### config.mk
export PLATFORM = sky130hd
export DESIGN_NAME = port6_pin_function_select
export DESIGN_NICKNAME = d
export VERILOG_FILES = /design/src/verilog/port6_pkg.sv /design/src/verilog/port6_pin_function_select.sv
export SDC_FILE = /design/constraint.sdc
export NUM_CORES = 1
export LEC_CHECK = 0
export BUFFER_PORTS_ARGS = -buffer_cell sky130_fd_sc_hd__clkbuf_2
export CAP_MARGIN = 20
export CORE_MARGIN = 1.5
export CORE_UTILIZATION = 45
export CTS_CLUSTER_SIZE = 20
export DETAILED_ROUTE_END_ITERATION = 8
export PLACE_DENSITY_LB_ADDON = 0.05
export SYNTH_ARGS = -nofsm -noshare
export SYNTH_HDL_FRONTEND = slang
export SYNTH_SLANG_ARGS = --single-unit
### constraint.sdc
create_clock -name clock -period 2.7 [get_ports clock]
set_input_delay 0.54 -clock clock [delete_from_list [all_inputs] [get_ports clock]]
set_output_delay 0.54 -clock clock [all_outputs]
set_load 0.05 [all_outputs]
### src/verilog/port6_pkg.sv
// constants for the port 6 pin-function selection block
// assumes one clock domain and a synchronous active-high reset
`default_nettype none
package port6_pkg;
    // ==========================================================
    // serial mode field encodings
    localparam logic [2:0] SMD_CLOCK_SYNC = 3'h1;
    localparam logic [2:0] SMD_UART7 = 3'h4;
    localparam logic [2:0] SMD_UART8 = 3'h5;
    localparam logic [2:0] SMD_UART9 = 3'h6;
    // ==========================================================
    // bit positions and reset values
    localparam int PIN_TIMER = 0;
    localparam int PIN_CLOCK = 5;
    localparam int PIN_TRANSMIT = 6;
    localparam int PIN_RECEIVE = 7;
    localparam int STICKY_BIT = 2;
    localparam logic [7:0] DIRECTION_RESET = 8'h00;
    localparam logic [7:0] MODE1_RESET = 8'h00;
    localparam logic PULLUP_RESET = 1'h0;
    localparam logic [7:0] PAD_RESET = 8'h00;
    localparam logic PIN_RESET = 1'h0;
endpackage : port6_pkg
`default_nettype wire
### src/verilog/port6_pin_function_select.sv
// pin-function selection for an 8-bit general-purpose port
// assumes control bits arrive as synchronous levels from register logic
`timescale 1ns/1ps
`default_nettype none

// Operation
// - pull-ups on inputs 0..3 enabled only when low group bit is 1
// - pull-ups on inputs 4..7 enabled only when high group bit is 1
// - pin 5 is serial clock input when input, pin select 1, external clock
// - pin 5 drives serial clock in mode 001b with internal clock
// - pin 6 push-pull transmit in transmit modes with open-drain select 0
// - pin 6 open-drain transmit in the same modes with open-drain select 1
// - only single-chip mode: every pin is port or peripheral pin
// - mode register 1 writes ignored unless protect bit one is 1
// - sticky mode bit is set-only by program writes
// - sticky mode bit forced to 1 when count source protect is on
// - pins stay inputs after reset until direction bits are written or the timer, clock or transmit output drives pin 0, 5 or 6
module port6_pin_function_select #(
    // pins in the port
    parameter int PORT_WIDTH = 8,
    // pins that share one pull-up control bit
    parameter int PULLUP_GROUP = 4
) (
    // clock and reset
    input wire logic clock,
    input wire logic sys_rst,
    // direction register write
    input wire logic direction_we,
    input wire logic [PORT_WIDTH-1:0] direction_wdata,
    // port data register value
    input wire logic [PORT_WIDTH-1:0] port_out_data,
    // pull-up control bits
    input wire logic pullup_we,
    input wire logic pullup_group_low,
    input wire logic pullup_group_high,
    // serial channel 1 settings
    input wire logic serial1_pin_select,
    input wire logic serial_mode_bit2,
    input wire logic serial_mode_bit1,
    input wire logic serial_mode_bit0,
    input wire logic clock_direction_sel,
    input wire logic open_drain_select,
    // external interrupt and timer output enables
    input wire logic irq_two_enable,
    input wire logic irq_three_enable,
    input wire logic timer_out_enable,
    // peripheral output levels
    input wire logic timer_wave_pin,
    input wire logic serial1_clock_out,
    input wire logic serial1_transmit_out,
    // processor mode register 1 write
    input wire logic protect_bit_one,
    input wire logic mode1_we,
    input wire logic [7:0] mode1_wdata,
    input wire logic count_source_protect_on,
    // pad side
    input wire logic [PORT_WIDTH-1:0] pad_in,
    output logic [PORT_WIDTH-1:0] pad_out,
    output logic [PORT_WIDTH-1:0] pad_oe,
    output logic [PORT_WIDTH-1:0] pad_pullup,
    // peripheral inputs
    output logic serial1_clock_pin,
    output logic serial1_receive_pin,
    output logic irq_two_in,
    output logic irq_three_in,
    // status
    output logic [PORT_WIDTH-1:0] port6_direction,
    output logic [PORT_WIDTH-1:0] port_in_data,
    output logic [7:0] processor_mode_reg1,
    output logic single_chip_mode
);
    // ==========================================================
    // parameter check
    // the pin functions sit at fixed positions 0 to 7,
    // split into a low and a high pull-up group
    if (PORT_WIDTH != 8) begin : g_width_check
        $error("port width must be 8");
    end
    if (2 * PULLUP_GROUP != PORT_WIDTH) begin : g_group_check
        $error("two pull-up groups must cover the port");
    end

    // ==========================================================
    // helper functions
    // the transmit pin is used by the clock-synchronous mode
    // and by the three asynchronous frame lengths
    function automatic logic is_transmit_mode(input logic [2:0] code);
        logic hit;
        case (code)
            port6_pkg::SMD_CLOCK_SYNC: hit = 1'b1;
            port6_pkg::SMD_UART7: hit = 1'b1;
            port6_pkg::SMD_UART8: hit = 1'b1;
            port6_pkg::SMD_UART9: hit = 1'b1;
            default: hit = 1'b0;
        endcase
        return hit;
    endfunction : is_transmit_mode

    // pull-up request of one group: only pins that are not driven
    function automatic logic [PULLUP_GROUP-1:0] group_pullup(
        input logic enable,
        input logic [PULLUP_GROUP-1:0] oe
    );
        return {PULLUP_GROUP{enable}} & ~oe;
    endfunction : group_pullup

    // level handed to a peripheral input: the pad when routed, else 0
    function automatic logic routed_level(
        input logic route,
        input logic level
    );
        return route & level;
    endfunction : routed_level

    // ==========================================================
    // stored control
    logic [PORT_WIDTH-1:0] direction;
    logic pu_low;
    logic pu_high;
    logic [7:0] mode1;

    // direction bits: every pin starts as an input
    always_ff @(posedge clock) begin
        if (sys_rst) begin
            direction <= port6_pkg::DIRECTION_RESET;
        end else if (direction_we) begin
            direction <= direction_wdata;
        end
    end

    // both pull-up group bits load together
    always_ff @(posedge clock) begin
        if (sys_rst) begin
            pu_low <= port6_pkg::PULLUP_RESET;
            pu_high <= port6_pkg::PULLUP_RESET;
        end else if (pullup_we) begin
            pu_low <= pullup_group_low;
            pu_high <= pullup_group_high;
        end
    end

    // ==========================================================
    // processor mode register 1
    // a write without the protect bit is dropped silently
    wire mode1_write_ok = mode1_we && protect_bit_one;
    wire [7:0] mode1_written = mode1_write_ok ? mode1_wdata : mode1;
    // sticky bit: a program may set it, only reset clears it
    wire sticky_by_write = mode1_write_ok
        && mode1_wdata[port6_pkg::STICKY_BIT];
    // count source protect forces the bit and wins over a write of 0
    wire sticky_next = mode1[port6_pkg::STICKY_BIT]
        || sticky_by_write
        || count_source_protect_on;
    logic [7:0] next_mode1;

    always_comb begin
        next_mode1 = mode1_written;
        next_mode1[port6_pkg::STICKY_BIT] = sticky_next;
    end

    // loads every cycle; cycles without a write hold the old value except a sticky bit forced by count source protect
    always_ff @(posedge clock) begin
        if (sys_rst) begin
            mode1 <= port6_pkg::MODE1_RESET;
        end else begin
            mode1 <= next_mode1;
        end
    end

    // ==========================================================
    // function decode
    // serial mode field assembled from its three bits
    wire [2:0] smd = {serial_mode_bit2, serial_mode_bit1, serial_mode_bit0};
    wire mode_clock_sync = (smd == port6_pkg::SMD_CLOCK_SYNC);
    wire mode_transmit = is_transmit_mode(smd);
    // pin 0: timer output overrides the direction bit
    wire timer_drive = timer_out_enable;
    // pin 5: internal clock out, or external clock in while an input
    wire clock_drive = serial1_pin_select && mode_clock_sync
        && !clock_direction_sel;
    wire clock_input = !direction[port6_pkg::PIN_CLOCK]
        && serial1_pin_select && clock_direction_sel;
    // pin 6: transmit data, push-pull or open drain
    wire transmit_drive = serial1_pin_select && mode_transmit;
    wire transmit_od = transmit_drive && open_drain_select;
    // pins 6 and 7: interrupt and receive routes need an input pin
    wire irq2_route = !direction[port6_pkg::PIN_TRANSMIT] && irq_two_enable;
    wire irq3_route = !direction[port6_pkg::PIN_RECEIVE] && irq_three_enable;
    wire rx_route = !direction[port6_pkg::PIN_RECEIVE] && serial1_pin_select;

    // ==========================================================
    // pad output selection
    // pins 1 to 4 and 7 have no output function and follow the bit
    wire [PORT_WIDTH-1:0] port_oe = direction;
    // pin 0
    wire out_timer_pin = timer_drive
        ? timer_wave_pin : port_out_data[port6_pkg::PIN_TIMER];
    wire oe_timer_pin = timer_drive || direction[port6_pkg::PIN_TIMER];
    // pin 5
    wire out_clock_pin = clock_drive
        ? serial1_clock_out : port_out_data[port6_pkg::PIN_CLOCK];
    wire oe_clock_pin = clock_drive || direction[port6_pkg::PIN_CLOCK];
    // pin 6: open drain drives only the low level
    wire out_transmit_pin = transmit_drive
        ? serial1_transmit_out : port_out_data[port6_pkg::PIN_TRANSMIT];
    wire oe_transmit_push = transmit_drive && !transmit_od;
    wire oe_transmit_od = transmit_od && !serial1_transmit_out;
    wire oe_transmit_pin = transmit_drive
        ? (oe_transmit_push || oe_transmit_od)
        : direction[port6_pkg::PIN_TRANSMIT];

    logic [PORT_WIDTH-1:0] next_out;
    logic [PORT_WIDTH-1:0] next_oe;
    wire [PORT_WIDTH-1:0] next_pullup;

    always_comb begin
        next_out = port_out_data;
        next_out[port6_pkg::PIN_TIMER] = out_timer_pin;
        next_out[port6_pkg::PIN_CLOCK] = out_clock_pin;
        next_out[port6_pkg::PIN_TRANSMIT] = out_transmit_pin;
    end

    always_comb begin
        next_oe = port_oe;
        next_oe[port6_pkg::PIN_TIMER] = oe_timer_pin;
        next_oe[port6_pkg::PIN_CLOCK] = oe_clock_pin;
        next_oe[port6_pkg::PIN_TRANSMIT] = oe_transmit_pin;
    end

    // pull-ups only on pins that are not driven
    assign next_pullup[PULLUP_GROUP-1:0] =
        group_pullup(pu_low, next_oe[PULLUP_GROUP-1:0]);
    assign next_pullup[PORT_WIDTH-1:PULLUP_GROUP] =
        group_pullup(pu_high, next_oe[PORT_WIDTH-1:PULLUP_GROUP]);

    // ==========================================================
    // registered pad outputs
    // pads follow a control change one cycle later
    always_ff @(posedge clock) begin
        if (sys_rst) begin
            pad_out <= port6_pkg::PAD_RESET;
            pad_oe <= port6_pkg::PAD_RESET;
            pad_pullup <= port6_pkg::PAD_RESET;
        end else begin
            pad_out <= next_out;
            pad_oe <= next_oe;
            pad_pullup <= next_pullup;
        end
    end

    // ==========================================================
    // registered peripheral inputs
    // serial clock and receive data
    always_ff @(posedge clock) begin
        if (sys_rst) begin
            serial1_clock_pin <= port6_pkg::PIN_RESET;
            serial1_receive_pin <= port6_pkg::PIN_RESET;
        end else begin
            serial1_clock_pin <= routed_level(clock_input,
                pad_in[port6_pkg::PIN_CLOCK]);
            serial1_receive_pin <= routed_level(rx_route,
                pad_in[port6_pkg::PIN_RECEIVE]);
        end
    end

    // external interrupt inputs
    always_ff @(posedge clock) begin
        if (sys_rst) begin
            irq_two_in <= port6_pkg::PIN_RESET;
            irq_three_in <= port6_pkg::PIN_RESET;
        end else begin
            irq_two_in <= routed_level(irq2_route,
                pad_in[port6_pkg::PIN_TRANSMIT]);
            irq_three_in <= routed_level(irq3_route,
                pad_in[port6_pkg::PIN_RECEIVE]);
        end
    end

    // ==========================================================
    // status
    // pad levels are sampled every cycle, whatever the direction
    always_ff @(posedge clock) begin
        if (sys_rst) begin
            port_in_data <= port6_pkg::PAD_RESET;
        end else begin
            port_in_data <= pad_in;
        end
    end

    // only single-chip mode exists; the flag rises once reset is released
    always_ff @(posedge clock) begin
        if (sys_rst) begin
            single_chip_mode <= port6_pkg::PIN_RESET;
        end else begin
            single_chip_mode <= 1'b1;
        end
    end

    assign port6_direction = direction;
    assign processor_mode_reg1 = mode1;
endmodule : port6_pin_function_select
`default_nettype wire

Yosys cells after proc, flatten, opt, wreduce, memory -nomap -nowiden
Cells that the tools add are included.

Muxes and demuxes: 6. Eq/ne operators: 4. Bitwise logic cells: 8. Reduce and logical (&&, ||, !) cells: 25.

Operator list (number): logical AND 1 bit (13); equality test 3 bit, second input constant (3); AND 4 bit (2); NOT 4 bit (2); zero test 1 bit (6); 2-to-1 mux 1 bit (6); logical OR 1 bit (5); AND 1 bit (4); OR reduction 4 bit (1); equality test 3 x 1 -> 1 bit, second input constant (1).

Logic and storage cells: 57. Bits of input ports: 53. Flip-flop bits (word level): 55. Output and inout bits: 53.

Logic depth before layout (Yosys ltp)
Word-level depth: 11. Gate-level depth with buffers: 4. Mapped depth without buffers: 3.

Worst setup path after synthesis
No wires, ideal clock.

Path type: input to register. Start: in serial_mode_bit0. End: reg pad_oe[6]. Path slack: 1477 ps. Cell stages on the path: 3. Setup time: 115 ps. Path buffers: 0. Data required time: 2585 ps. Arrival: 1108 ps. Path through: and2_4 -> o31a_1 -> o21a_1.

Cells in the longest elaborated chain, start to end: 9. Elaborated cells on any way between the ends: 13.

RTL lines: from (decl) (line port6_pin_function_select.sv:40) `input wire logic serial_mode_bit0,`; equality test 3 x 1 -> 1 bit or equality test 3 bit (tied branches) (line port6_pin_function_select.sv:89) `case (code)`; OR reduction 4 bit (no line) *; 2-to-1 mux 1 bit * (line port6_pin_function_select.sv:89); logical AND 1 bit * (line port6_pin_function_select.sv:184) `wire transmit_drive = serial1_pin_select && mode_transmit;`; logical AND 1 bit (line port6_pin_function_select.sv:185) `wire transmit_od = transmit_drive && open_drain_select;`; zero test 1 bit (line port6_pin_function_select.sv:206) `wire oe_transmit_push = transmit_drive && !transmit_od;`; logical AND 1 bit (line port6_pin_function_select.sv:206); logical OR 1 bit (line port6_pin_function_select.sv:209) `? (oe_transmit_push || oe_transmit_od)`; 2-to-1 mux 1 bit * (line port6_pin_function_select.sv:209); to (signal assigned) (line port6_pin_function_select.sv:242) `pad_oe <= port6_pkg::PAD_RESET;`; to (signal assigned) (line port6_pin_function_select.sv:246) `pad_oe <= next_oe;`; to (decl) (line port6_pin_function_select.sv:59) `output logic [PORT_WIDTH-1:0] pad_oe,`.

Every way passes the cells marked *; elsewhere a longest branch is shown, timed or not. A chain may end at the register's enable or synchronous reset.

Worst setup path in the final report
Start: reg direction[5], in the netlist port6_direction[5]. End: out port6_direction[5].

RTL lines: from (decl) (line port6_pin_function_select.sv:117) `logic [PORT_WIDTH-1:0] direction;`; from (signal assigned) (line port6_pin_function_select.sv:125) `direction <= port6_pkg::DIRECTION_RESET;`; from (signal assigned) (line port6_pin_function_select.sv:127) `direction <= direction_wdata;`; to (decl) (line port6_pin_function_select.sv:67) `output logic [PORT_WIDTH-1:0] port6_direction,`.

No word-level cell between the ends.

==> metrics.cfg <==
[logic_synthesis]
yosys_warnings = 0
syn_area_um2 = 1730
syn_inst = 161
synth_seq_area_share = 0.635
synth_seq_cells = 55
syn_nets = 214
synth_cell_types = 22
syn_area_per_cell_um2 = 10.8

[floorplanning]
rows = 22
coreArea_um2 = 3690
io_pins = 106
die_area_um2 = 4240
start_util = 0.470
die_h_um = 65.1
die_x_um = 65.1

[power]
p_leak_nw = 1.21
powerDensity_nw_per_um2 = 675
ir_worst_vdd_mv = 0.386
power_frac_clock = 0.283
p_sw_frac = 0.303
p_comb_frac = 0.177
p_int_w = 0.00112
seqPwrFrac = 0.540
switchingPower_w = 0.000488

[detailed_routing]
ant_nets = 0
drc = 0
drt_iter0_drc = 34
via_count = 1423
viasPerCell = 4.50
routedWlPerCell_um = 11.1
drt-pass1-iter-count = 4
drt-total-wl_um = 3510

[global_route]
grt_max_degree = 26
antenna_found_initial = 0
gr-total-overflow = 0
grt_pass1_wl_um = 5450
grtUsageTotal = 0.173
grt_pass1_vias = 1239

[sta]
setup_viol = 0
rsz0062_at_grt = false
hold_ws_ns = 0.426
period_minus_slack_ns = 1.59
max_freq_mhz = 629
tightest_slew_ns = 0.494
post-route-period-util = 0.589
maxSlewHeadroom = 0.670
report.final.slew_viol_count = 0
finalClockSkew_ns = 0.00473
final-hold-violation-count = 0
worst_slack_ns = 1.11
setup_tns_ns = 0

[placed_design]
place_area_um2 = 2290
dp_worst_setup_slack_ns = 1.13
gp_congestion = 0.723
dp_hpwl_um = 2660
numPortBuffers = 105

[setup_path]
crit_buf_inv = 1
cp-end-kind = output pin
start_kind = flip-flop
reg2reg_slack_ns = 1.95
cp_cell_sequence = clkbuf_2
cp.arrival_ns = 1.05
critPathRequiredTime_ns = 2.16
crit_path_max_fanout = 5
path_delay_family = flip-flops
max_stage_delay_ns = 0.43
worst_path_max_delay_cell = dfxtp_1
critPathKind = flip-flop to output pin

[worst_hold_path]
worstHoldPathType = input pin to flip-flop

[clock_tree]
postCtsHoldBufs = 0
cts_root_buf = clkbuf_8
cts_sinks = 55
cts_setup_buffers = 0
clkTransAtPathRegs_ns = 0.10
cts_resized = 0
clk_path_buf_depth = 2
cts_tree = yes
numCtsBuffers = 5
worstSkewPairLatency_ns = 0.31
htree_levels = 2

[outcome]
status = finished, final reports clean

[finish]
mostFrequentLayoutCells = clkbuf_2 (105), dfxtp_1 (55), nor2_1 (20)
postLayoutCellArea_um2 = 2380
syn2layout_area_growth_pct = 37.4
antenna_cells = 0
layout-drive-gt1-share = 0.451
final_common_cell = clkbuf_2
nNetsFinal = 320
utilization = 0.646

[flow_run]
maxCapViolCount = 0

## flip-flops by register name (all words and copies together) (netlist names)
signal	flops
pad_oe	8
pad_pullup	8
serial1_clock_pin	1
irq_three_in	1
port_in_data	8
single_chip_mode	1
irq_two_in	1
processor_mode_reg1	8
pu_high	1
serial1_receive_pin	1
pad_out	8
port6_direction	8
pu_low	1
## cell families (layout without fill, tap and decap cells)
kind of cell    after synthesis  after routing  synth area share
flops                        55             55             0.635
compound gates               12             12            0.0462
simple gates                 72             72             0.219
buf+inv                       9            116            0.0245
mux                          13             13            0.0750
## Yosys cell counts
master	count	area share
nor4b_1	1	0.0051
nor3_1	2	0.0058
dfxtp_1	55	0.63
a21oi_1	7	0.020
nor2b_1	18	0.065
nor3b_1	1	0.0043
nor4_4	1	0.012
o31a_1	1	0.0051
o21a_1	2	0.0087
nand2_1	15	0.032
mux2i_1	13	0.075
nor2_1	20	0.043
buf_2	7	0.020
nand2b_1	1	0.0036
inv_2	2	0.0043
a311oi_1	1	0.0051
and3b_1	2	0.010
nand3_1	8	0.023
nor3_2	1	0.0058
a211oi_2	1	0.0072
and2_4	1	0.0051
nor2_2	1	0.0036
## cell type report
class                           count  area (um^2)
Timing Repair Buffer              106          533
Sequential cell                    55         1100
Tap cell                           48         60.1
Clock inverter                      3         22.5
Inverter                            2         7.51
Fill cell                         331         1310
Clock buffer                        5         68.8
Multi-Input combinational cell     97          591
## path summary, 6_finish.rpt
| kind | depth (start not counted) | to | startpoint |
|---|---|---|---|
| setup reg to reg | 2 | pad_oe[6]$_SDFF_PP0_ | port6_direction[6]$_SDFFE_PP0P_ |
| setup / recovery | 1 | port6_direction[5] | port6_direction[5]$_SDFFE_PP0P_ |
| hold reg to reg | 2 | processor_mode_reg1[6]$_SDFFE_PP0N_ | processor_mode_reg1[6]$_SDFFE_PP0N_ |
| hold / removal | 2 | pad_pullup[0]$_SDFF_PP0_ | timer_out_enable |
## per-layer routing
metal / GRT usage / part of all wire
met1: 0.195 / 0.42
met2: 0.282 / 0.46
met3: 0.0590 / 0.094
met4: 0.102 / 0.021
met5: 0 / 0
## power by group through the flow
stage / combinational [W] / clock (W) / sequential, W
finish: 0.000285 / 0.000456 / 0.000869
global route: 0.000304 / 0.000505 / 0.000873
CTS: 0.000288 / 0.000469 / 0.000870
detailed placement: 0.000287 / 0 / 0.000888
global placement: 0.000286 / 0 / 0.000888
floorplan: 0.0000646 / 0 / 0.00102
## metrics by stage
step / instances / total power [W]
final: 316 / 0.00161
after floorplan: 161 / 0.00109
after detailed placement: 308 / 0.00118
after global placement: 308 / 0.00117
after global routing: 316 / 0.00168
after CTS: 316 / 0.00163
No activity file was read; power rests on OpenSTA's default activity.
